### config.mk
export PLATFORM = sky130hd
export DESIGN_NAME = fan_output_mode_config
export DESIGN_NICKNAME = d
export VERILOG_FILES = /design/src/include/fan_pkg.sv /design/src/logic/fan_output_mode_config.sv
export SDC_FILE = /design/constraint.sdc
export NUM_CORES = 1
export LEC_CHECK = 0
export ABC_AREA = 1
export BUFFER_PORTS_ARGS = -buffer_cell sky130_fd_sc_hd__buf_2
export CORE_MARGIN = 2
export CORE_UTILIZATION = 53
export DETAILED_ROUTE_END_ITERATION = 8
export MAX_ROUTING_LAYER = met4
export PLACE_DENSITY = 0.84
export SETUP_SLACK_MARGIN = 0.3
export SYNTH_ARGS = -nofsm -noshare
export SYNTH_HDL_FRONTEND = slang
export SYNTH_SLANG_ARGS = --single-unit
export TNS_END_PERCENT = 50
### constraint.sdc
create_clock -name clk -period 2.3 [get_ports clk]
set_input_delay 0.115 -clock clk [delete_from_list [all_inputs] [get_ports clk]]
set_output_delay 0.115 -clock clk [all_outputs]
set_load 0.01 [all_outputs]
### src/include/fan_pkg.sv
// constants, field layouts and carriers for the fan output configuration block
// assumes an index/data port pair driven by the host I/O decoder on the same clock
`default_nettype none

package fan_pkg;

    // register indexes behind the address port
    localparam logic [6:0] IDX_FIRST_PRESCALE = 7'h00;
    localparam logic [6:0] IDX_SECOND_PRESCALE = 7'h02;
    localparam logic [6:0] IDX_SECOND_VALUE = 7'h03;
    localparam logic [6:0] IDX_CONFIG = 7'h04;
    localparam logic [6:0] IDX_FIRST_TARGET = 7'h05;
    localparam logic [6:0] IDX_BANK_SELECT = 7'h4e;

    // reset values and fixed data constants
    localparam logic [7:0] PRESCALE_RESET = 8'h04;
    localparam logic [7:0] TARGET_RESET = 8'h00;
    localparam logic [7:0] BANK_RESET = 8'h00;
    localparam logic [7:0] READ_ZERO = 8'h00;
    localparam logic [7:0] DUTY_FULL = 8'hff;
    localparam logic [7:0] TEMP_TARGET_MASK = 8'h7f;
    localparam logic [7:0] PERIOD_LAST = 8'hff;
    localparam logic [6:0] PRESCALE_ONE = 7'h01;

    // strap sampling: two synchroniser stages then one load edge
    localparam logic [1:0] STRAP_SETTLE = 2'h2;

    typedef enum logic [1:0] {
        MODE_MANUAL = 2'b00,
        MODE_TEMP_TRACK = 2'b01,
        MODE_SPEED_TRACK = 2'b10,
        MODE_CURVE = 2'b11
    } control_mode_t;

    localparam logic DRIVE_PWM = 1'b0;
    localparam logic DRIVE_DC = 1'b1;

    // shared configuration register layout, bit 7 down to bit 0
    typedef struct packed {
        logic [1:0] reserved;
        control_mode_t second_drive_control_mode;
        control_mode_t first_drive_control_mode;
        logic second_drive_type_select;
        logic first_drive_type_select;
    } fan_cfg_t;

    localparam fan_cfg_t CONFIG_RESET = 8'h01;

    // prescale register layout
    typedef struct packed {
        logic pwm_clock_source_select;
        logic [6:0] pwm_prescale_divider;
    } prescale_t;

    // host side index/data port access
    typedef struct packed {
        logic data_port;
        logic wr;
        logic rd;
        logic [7:0] wdata;
    } port_req_t;

endpackage

`default_nettype wire

### src/logic/fan_output_mode_config.sv
// fan output configuration, second output value register and two pwm/dc generators
// assumes host port requests and the 24 mhz / 180 khz tick strobes come from logic on clk;
// the strap pin is asynchronous and is synchronised here
`timescale 1ns/1ns
`default_nettype none

////////////////////////////////////////////////////////////////////////////////
// Summary of operation
// - second output value register, 8 bits read/write, at index 03h.
// - second output value resets from the sampled strap pin, not a constant.
// - pwm duty equals value over 256; ffh drives continuously high.
// - dc level is analog supply times programmed code over 64.
// - config bit 1 picks second drive: 0 pwm (reset), 1 dc.
// - config bit 0 picks first drive: 0 pwm, 1 dc (reset).
// - config bits 5-4 give second control mode; 00 manual after reset.
// - config bits 3-2 give first control mode; 11 reserved, acts as manual.
// - config bits 7-6 reserved, reset and read as zero.
// - index 05h holds 7-bit target temperature in temperature mode, bit 7 reserved.
// - in speed mode all eight bits of 05h are the target speed.
// - pwm frequency is source over prescale divider over 256; zero not programmed.
// - clock source select 0 picks 24 mhz ticks, 1 picks 180 khz.
module fan_output_mode_config #(
    parameter logic [7:0] STRAP_LOW_VALUE = 8'h80,
    parameter logic [7:0] STRAP_HIGH_VALUE = 8'hff,
    parameter int NUM_OUT = 2
) (
    input wire logic clk,
    input wire logic rst_n,
    input wire fan_pkg::port_req_t port_req,
    output logic [7:0] port_rdata,
    input wire logic fan_set_strap,
    input wire logic tick_24m,
    input wire logic tick_180k,
    input wire logic [7:0] first_fan_drive_value,
    output logic [NUM_OUT-1:0] fan_pwm,
    output logic [NUM_OUT-1:0] fan_dc_enable,
    output logic [5:0] first_fan_dc_code,
    output logic [5:0] second_fan_dc_code,
    output fan_pkg::control_mode_t first_drive_control_mode,
    output fan_pkg::control_mode_t second_drive_control_mode,
    output logic [6:0] first_target_temp,
    output logic [7:0] first_target_speed
);

    ////////////////////////////////////////////////////////////////////////////
    // registers

    logic [6:0] index;
    logic [7:0] bank_select;
    logic [7:0] second_fan_drive_value;
    fan_pkg::fan_cfg_t fan_drive_configuration;
    logic [7:0] first_fan_target;
    fan_pkg::prescale_t prescale [NUM_OUT];

    logic strap_meta;
    logic strap_sync;
    logic [1:0] strap_wait;
    logic strap_loaded;

    function automatic logic hit(input logic [6:0] idx, input logic [6:0] want);
        hit = idx == want;
    endfunction

    ////////////////////////////////////////////////////////////////////////////
    // port decode

    wire index_wr = port_req.wr && !port_req.data_port;
    wire data_wr = port_req.wr && port_req.data_port;
    wire wr_value = data_wr && hit(index, fan_pkg::IDX_SECOND_VALUE);
    wire wr_config = data_wr && hit(index, fan_pkg::IDX_CONFIG);
    wire wr_target = data_wr && hit(index, fan_pkg::IDX_FIRST_TARGET);
    wire wr_bank = data_wr && hit(index, fan_pkg::IDX_BANK_SELECT);
    wire wr_pre0 = data_wr && hit(index, fan_pkg::IDX_FIRST_PRESCALE);
    wire wr_pre1 = data_wr && hit(index, fan_pkg::IDX_SECOND_PRESCALE);

    // reserved config bits never stored
    wire fan_pkg::fan_cfg_t cfg_wdata = {2'b00, port_req.wdata[5:0]};
    // bit 7 reserved while the first output tracks temperature
    wire first_temp_mode =
        fan_drive_configuration.first_drive_control_mode == fan_pkg::MODE_TEMP_TRACK;
    wire [7:0] target_wdata = first_temp_mode
        ? (port_req.wdata & fan_pkg::TEMP_TARGET_MASK)
        : port_req.wdata;

    wire [7:0] data_read =
        hit(index, fan_pkg::IDX_SECOND_VALUE) ? second_fan_drive_value :
        hit(index, fan_pkg::IDX_CONFIG) ? fan_drive_configuration :
        hit(index, fan_pkg::IDX_FIRST_TARGET) ? first_fan_target :
        hit(index, fan_pkg::IDX_FIRST_PRESCALE) ? prescale[0] :
        hit(index, fan_pkg::IDX_SECOND_PRESCALE) ? prescale[1] :
        hit(index, fan_pkg::IDX_BANK_SELECT) ? bank_select :
        fan_pkg::READ_ZERO;
    wire [7:0] next_rdata = port_req.data_port ? data_read : {1'b0, index};

    wire [7:0] strap_value = strap_sync ? STRAP_HIGH_VALUE : STRAP_LOW_VALUE;
    wire strap_take = !strap_loaded && strap_wait == fan_pkg::STRAP_SETTLE;

    // effective first mode: reserved code has no function
    wire fan_pkg::control_mode_t first_mode_eff =
        (fan_drive_configuration.first_drive_control_mode == fan_pkg::MODE_CURVE)
        ? fan_pkg::MODE_MANUAL
        : fan_drive_configuration.first_drive_control_mode;

    ////////////////////////////////////////////////////////////////////////////
    // host port

    always_ff @(posedge clk or negedge rst_n) begin
        if (!rst_n) begin
            index <= 7'h00;
            port_rdata <= fan_pkg::READ_ZERO;
        end else begin
            if (index_wr) begin
                index <= port_req.wdata[6:0];
            end
            if (port_req.rd) begin
                port_rdata <= next_rdata;
            end
        end
    end

    ////////////////////////////////////////////////////////////////////////////
    // strap capture

    always_ff @(posedge clk or negedge rst_n) begin
        if (!rst_n) begin
            strap_meta <= 1'b0;
            strap_sync <= 1'b0;
            strap_wait <= 2'h0;
            strap_loaded <= 1'b0;
        end else begin
            strap_meta <= fan_set_strap;
            strap_sync <= strap_meta;
            if (!strap_loaded && strap_wait != fan_pkg::STRAP_SETTLE) begin
                strap_wait <= strap_wait + 2'h1;
            end
            if (strap_take) begin
                strap_loaded <= 1'b1;
            end
        end
    end

    ////////////////////////////////////////////////////////////////////////////
    // configuration and value registers

    always_ff @(posedge clk or negedge rst_n) begin
        if (!rst_n) begin
            second_fan_drive_value <= fan_pkg::READ_ZERO;
            fan_drive_configuration <= fan_pkg::CONFIG_RESET;
            first_fan_target <= fan_pkg::TARGET_RESET;
            bank_select <= fan_pkg::BANK_RESET;
            prescale[0] <= fan_pkg::PRESCALE_RESET;
            prescale[1] <= fan_pkg::PRESCALE_RESET;
        end else begin
            if (wr_value) begin
                second_fan_drive_value <= port_req.wdata;
            end else if (strap_take) begin
                second_fan_drive_value <= strap_value;
            end
            if (wr_config) begin
                fan_drive_configuration <= cfg_wdata;
            end
            if (wr_target) begin
                first_fan_target <= target_wdata;
            end
            if (wr_bank) begin
                bank_select <= port_req.wdata;
            end
            if (wr_pre0) begin
                prescale[0] <= port_req.wdata;
            end
            if (wr_pre1) begin
                prescale[1] <= port_req.wdata;
            end
        end
    end

    ////////////////////////////////////////////////////////////////////////////
    // control outputs for the regulation engine

    always_ff @(posedge clk or negedge rst_n) begin
        if (!rst_n) begin
            first_drive_control_mode <= fan_pkg::MODE_MANUAL;
            second_drive_control_mode <= fan_pkg::MODE_MANUAL;
            first_target_temp <= 7'h00;
            first_target_speed <= fan_pkg::TARGET_RESET;
        end else begin
            first_drive_control_mode <= first_mode_eff;
            second_drive_control_mode <=
                fan_drive_configuration.second_drive_control_mode;
            first_target_temp <= first_fan_target[6:0];
            first_target_speed <= first_fan_target;
        end
    end

    ////////////////////////////////////////////////////////////////////////////
    // output generators

    wire [7:0] drive_value [NUM_OUT];
    wire drive_sel [NUM_OUT];
    assign drive_value[0] = first_fan_drive_value;
    assign drive_value[1] = second_fan_drive_value;
    assign drive_sel[0] = fan_drive_configuration.first_drive_type_select;
    assign drive_sel[1] = fan_drive_configuration.second_drive_type_select;

    logic [5:0] dc_code [NUM_OUT];

    genvar g;
    generate
        for (g = 0; g < NUM_OUT; g = g + 1) begin : gen_out
            logic [6:0] pre_count;
            logic [7:0] period_count;
            // source tick picked by the select bit
            wire src_tick = prescale[g].pwm_clock_source_select
                ? tick_180k : tick_24m;
            // divider of zero treated as one so the output still runs
            wire [6:0] div_last = (prescale[g].pwm_prescale_divider == 7'h00)
                ? 7'h00 : prescale[g].pwm_prescale_divider - fan_pkg::PRESCALE_ONE;
            wire step = src_tick && pre_count >= div_last;
            wire pwm_level = drive_value[g] == fan_pkg::DUTY_FULL
                || period_count < drive_value[g];

            always_ff @(posedge clk or negedge rst_n) begin
                if (!rst_n) begin
                    pre_count <= 7'h00;
                    period_count <= 8'h00;
                    fan_pwm[g] <= 1'b0;
                    fan_dc_enable[g] <= 1'b0;
                    dc_code[g] <= 6'h00;
                end else begin
                    if (step) begin
                        pre_count <= 7'h00;
                        period_count <= period_count + 8'h01;
                    end else if (src_tick) begin
                        pre_count <= pre_count + 7'h01;
                    end
                    fan_pwm[g] <= (drive_sel[g] == fan_pkg::DRIVE_PWM) && pwm_level;
                    fan_dc_enable[g] <= drive_sel[g] == fan_pkg::DRIVE_DC;
                    // dac code, level = supply * code / 64
                    dc_code[g] <= drive_value[g][7:2];
                end
            end
        end
    endgenerate

    assign first_fan_dc_code = dc_code[0];
    assign second_fan_dc_code = dc_code[1];

endmodule // fan_output_mode_config

`default_nettype wire

# --- Yosys cells after proc, flatten, opt, wreduce, memory -nomap -nowiden ---
# Index checks and enable logic that the tools add are counted.
totals:
  regBits: 131
  input_bits: 24
op_classes:
  addsub: 7
  order_cmp: 4
  eq_ne: 11
  mux: 20
  bitwise: 2
  reduce_logical: 24
op_table:
  columns: ["operator", "n"]
  rows:
  - ["$mux W8", 10]
  - ["$mux W7", 7]
  - ["$logic_not A7 Y1", 3]
  - ["$add A8 B1 Y8 const B", 2]
  - ["$eq A8 B8 Y1 const B", 2]
  - ["$lt A8 B8 Y1", 2]
  - ["$add A7 B1 Y7 const B", 2]
  - ["$eq A7 B2 Y1 const B", 2]
  - ["$eq A7 B3 Y1 const B", 2]
  - ["$ge A7 B7 Y1", 2]
  - ["$logic_and A1 B1 Y1", 14]
  - ["$sub A7 B1 Y7 const B", 2]
  - ["$eq A7 B7 Y1 const B", 1]
  - ["$reduce_bool A2 Y1", 3]
  - ["$eq A2 B2 Y1 const B", 2]
  - ["$add A2 B1 Y2 const B", 1]
  - ["$eq A2 B1 Y1 const B", 1]
  - ["$logic_not A1 Y1", 2]
  - ["$logic_or A1 B1 Y1", 2]
  - ["$mux W1", 2]
  - ["$mux W2", 1]
  - ["$ne A2 B2 Y1 const B", 1]
  - ["$not A1 Y1", 2]

# --- Longest topological paths before layout ---
logic_depth:
  ltp_word: 8
  mapped_depth: 17
  mapped_depth_nobuf: 17

# --- Worst setup path after synthesis ---
# OpenSTA, ideal clock, no wires.
synth_path:
  path_type: "register -> register"
  startpoint: "register prescale[8] in the netlist's numbering"
  endpoint: "register gen_out[0].period_count[5]"
  setup_ns: 0.123
  arrival_ns: 2.191
  t_required_ns: 2.177
  path_slack_ns: -0.014
  stages_incl_launch_ff: 17
  path_buffers: 1
  synth_period_minus_slack_ns: 2.314
  path_cell_list: "dfrtp_1 -> inv_1 -> ha_1 -> nand2_1 -> inv_1 -> nand3_1 -> nor2_1 -> or2_2 -> ha_1 -> nand2_1 -> o21ai_0 -> nand4_1 -> nand3_1 -> nand2_1 -> buf_2 -> o21ai_0 -> nand2_1"
synth_via:
  elab_chain_len: 4
synth_rtl:
  columns: ["element", "line_no", "source"]
  rows:
  - ["start: declaration", "fan_output_mode_config.sv:53", "fan_pkg::prescale_t prescale [NUM_OUT];"]
  - ["$sub A7 B1 Y7 or $logic_not A7 Y1 (tied branches)", "fan_output_mode_config.sv:217, fan_output_mode_config.sv:216", null]
  - ["$mux W7 (*)", "fan_output_mode_config.sv:217", "? 7'h00 : prescale[g].pwm_prescale_divider - fan_pkg::PRESCALE_ONE;"]
  - ["$ge A7 B7 Y1 (*)", "fan_output_mode_config.sv:218", "wire step = src_tick && pre_count >= div_last;"]
  - ["$logic_and A1 B1 Y1 (*)", "fan_output_mode_config.sv:218", null]
  - ["end signal: assignment", "fan_output_mode_config.sv:232", "period_count <= period_count + 8'h01;"]
  - ["end: declaration", "fan_output_mode_config.sv:211", "logic [7:0] period_count;"]
# Every way passes the cells marked *; elsewhere a longest branch is shown, timed or not.
# A chain may end at the register's enable or synchronous reset.

# --- Final worst setup path ---
layout_path:
  startpoint: "register prescale[9] in the netlist's numbering"
  endpoint: "register gen_out[0].period_count[0]"
# The elaborated chain is that of the path after synthesis.

==> impl_metrics.yaml <==
outcome:
  outcome: "complete, but fails checks"
  violations: "design-rule violations, negative setup slack"
power:
  power_mw: 9.06
  powerDensity_nw_per_um2: 1150
  vdd_drop_max_v: 0.000664
  p_leak_nw: 3.99
global_route:
  grt_pass1_wl_um: 25500
  grt_pass1_vias: 5389
  antenna_found_initial: 0
  gr-total-overflow: 0
  grt_start_max_net_pins: 73
  track_usage_pct: 26.3
cells_and_area:
  num-nets-final: 894
  syn_to_final_growth_pct: 24.4
  ff_latch_area_um2: 3110
  multi_input_area_um2: 3010
  fin_area_um2: 7850
  antenna_cells: 0
  fin_util_pct: 68.1
  nFillCells: 854
  layout-drive-gt1-share_pct: 25.6
floorplanning:
  dieHeight_um: 113
  fp.dieArea_um2: 12800
  core-area_um2: 11500
  ios: 67
  row_count: 39
  dieWidth_um: 113
  initial_core_util_pct: 54.8
timing:
  holdWs_ns: 0.0143
  worst_slew_pin_slew_ns: 0.467
  setup-violations-final: 9
  slew_violations: 0
  period_needed_ns: 2.37
  final_hold_viol_count: 0
  fin_crit_sh_pct: 103
  rsz0062_at_grt: "yes"
  fin_skew_ns: 0.00812
  relSlewSlack_pct: 68.8
  max_freq_ghz: 0.422
  setup_ws_ns: -0.0700
  fin_tns_setup_ns: -0.295
cts:
  cts_buffer_depth: 2
  tritoncts: "built"
  clkSinkCount: 124
  h-tree-depth: 4
  cts_root_buffer: "clkbuf_16"
  clk_pin_slew_worst_paths_ns: 0.06
  worstSkewPairLatency_ns: 0.42
  cts_made_buffers: 17
place:
  place.port_buffers: 66
  dp_hpwl_um: 10400
  postPlaceCellArea_um2: 6860
  gp_congestion: 0.909
drt:
  num_vias: 5412
  wire_per_inst_um: 16.0
  drc_errors: 5
  routed_wl_um: 15800
  ant_nets: 0
  first_pass_iters: 7
  drt_iter0_markers: 392
  viasPerCell: 5.47
worst_setup_path:
  crit_top_cell: "nand2_4"
  end_kind: "flip-flop"
  critical_path.slowest_cell: "dfrtp_1"
  cp_max_fo: 8
  worstSetupPathType: "reg2reg"
  critPathLaunchType: "flip-flop"
  crit_required_ns: 2.60
  cp.arrival_ns: 2.67
  path_cells: "inv_2, ha_4, nand2_4, inv_4, nand3_4, nor2_4, or2_4, ha_4, nand2_4, o21ai_2, nand4_1, nand3_2, nand2_4, buf_6, xor2_1"
  crit_path_max_incr_delay_ns: 0.39
logic_synthesis:
  synth_area_leader_cell: "dfrtp_1"
  synth.area.top_cells: "dfrtp_1, nand2_1, ha_1"
  ys_seq_area_share_pct: 49.2
  synth.distinct_cells: 35
  synth_area_um2: 6310
  synth_cells: 734
  netlist.area_leader.share_pct: 48.0
  syn_nets: 793
  synth_area_per_cell_um2: 8.60
  ys_ff_latch: 124
  yosys_warnings: 0
hold_path:
  hold_class: "in2reg"
job:
  drv_cap: 0
-- kinds of logic (layout without fill, tap and decap cells) --
kind of cell,after synthesis,after routing,synth area share [%]
xor gates and xnor gates,18,18,2.50
adders and majority gates,35,35,6.94
and+or+nand+nor,323,323,22.3
DFF,124,124,49.2
AOI/OAI and AO/OA,122,122,11.5
buffers and inverters,112,225,7.52
-- cells in the final DEF (no fill, tap or decap), drive strengths merged --
cell type	count
dfrtp	121
o21ai	66
a22oi	1
o211ai	7
o31ai	1
nand3	45
clkbuf	23
ha	35
dfstp	3
xor2	11
dlygate4sd3	10
o21a	10
buf	89
nor3	9
clkinvlp	1
nor2	62
inv	93
nand2	188
or2	4
nor4	4
clkinv	8
nand4	11
xnor2	7
a21oi	37
bufinv	1
-- worst max-delay path, delay by kind of cell (launching register included) --
kind                     cells  cell delay (ns)
XOR/XNOR                     1             0.15
buffers and inverters        3             0.28
flip-flops                   1             0.39
AND/OR/NAND/NOR              8             0.90
AO/OA/AOI/OAI                1             0.10
adder cells (fa/ha/maj)      2             0.44
-- layer usage --
metal  GRT usage [%]  vias to the layer above  part of all wire, %
met5               -                        -                    0
met4            12.0                        0                  2.9
met3            6.80                       45                  5.7
met2            41.6                      192                   49
met1            32.1                     2584                   42
li1                -                     2591                    -
-- where the power goes --
group | switching, mW | internal [mW] | total (mW)
registers | 0.463 | 2.65 | 3.11
clock network | 0.947 | 1.55 | 2.50
logic | 1.96 | 1.50 | 3.45
-- state kept, by name (all words and copies together), names as in the netlist, 4 cells and up --
name,cells
gen_out.period_count,16
prescale,16
gen_out.pre_count,14
bank_select,8
first_fan_target,8
first_target_speed,8
port_rdata,8
second_fan_drive_value,8
index,7
first_fan_dc_code,6
second_fan_dc_code,6
fan_drive_configuration,4
-- final timing paths --
kind                         startpoint                         end  slack (ns)  cells after the start
min in group asynchronous         rst_n        first_fan_dc_code[0]        0.15                      2
max in group asynchronous         rst_n       second_fan_dc_code[2]        1.45                      3
max reg2reg                 prescale[9]  gen_out[0].period_count[0]       -0.07                     15
max                         prescale[9]  gen_out[0].period_count[0]       -0.07                     15
min reg2reg                  strap_meta                  strap_sync        0.37                      0
min                        port_req[10]               port_rdata[0]        0.01                      3
-- final cells by class --
class                      instances  share of cell area [%]
clock buffer                      23                    6.09
clock inverter                     8                   0.861
inverter                          95                    4.74
multi-input combinational        498                    38.4
sequential                       124                    39.6
tap                              143                    2.28
timing repair buffer              99                    8.07
-- synthesized netlist by cell type --
cell type and instances:
a21oi_1 36, a21oi_2 1, a22oi_1 1, buf_2 4
buf_4 7, buf_6 3, clkbuf_1 3, clkinv_1 2
dfrtp_1 121, dfstp_2 3, ha_1 35, inv_1 88
inv_2 5, nand2_1 181, nand2_2 5, nand2_4 2
nand3_1 44, nand3_2 1, nand4_1 10, nand4_2 1
nor2_1 56, nor2_2 3, nor2_4 3, nor3_1 8
nor3_4 1, nor4_1 4, o211ai_1 7, o21a_1 10
o21ai_0 46, o21ai_1 3, o21ai_2 17, o31ai_1 1
or2_2 4, xnor2_1 7, xor2_1 11
-- timing repair --
| action | 4_1_cts | 5_1_grt |
|---|---|---|
| setup endpoints to repair | 30 | 30 |
| pin swaps | 12 | 16 |
| setup buffers | 7 | 5 |
| resized for setup | 30 | 31 |
| hold buffers | 10 | 0 |
| hold endpoints to repair | 34 | 0 |
-- per-stage QoR --
stage	std cells	setup WS [ns]
final	990	-0.0700
after global routing	990	-0.163
after CTS	985	0.0813
after detailed placement	937	-0.162
after global placement	937	0.0312
after floorplan	734	0.162
Note: power is estimated with default switching activity, not from simulation.
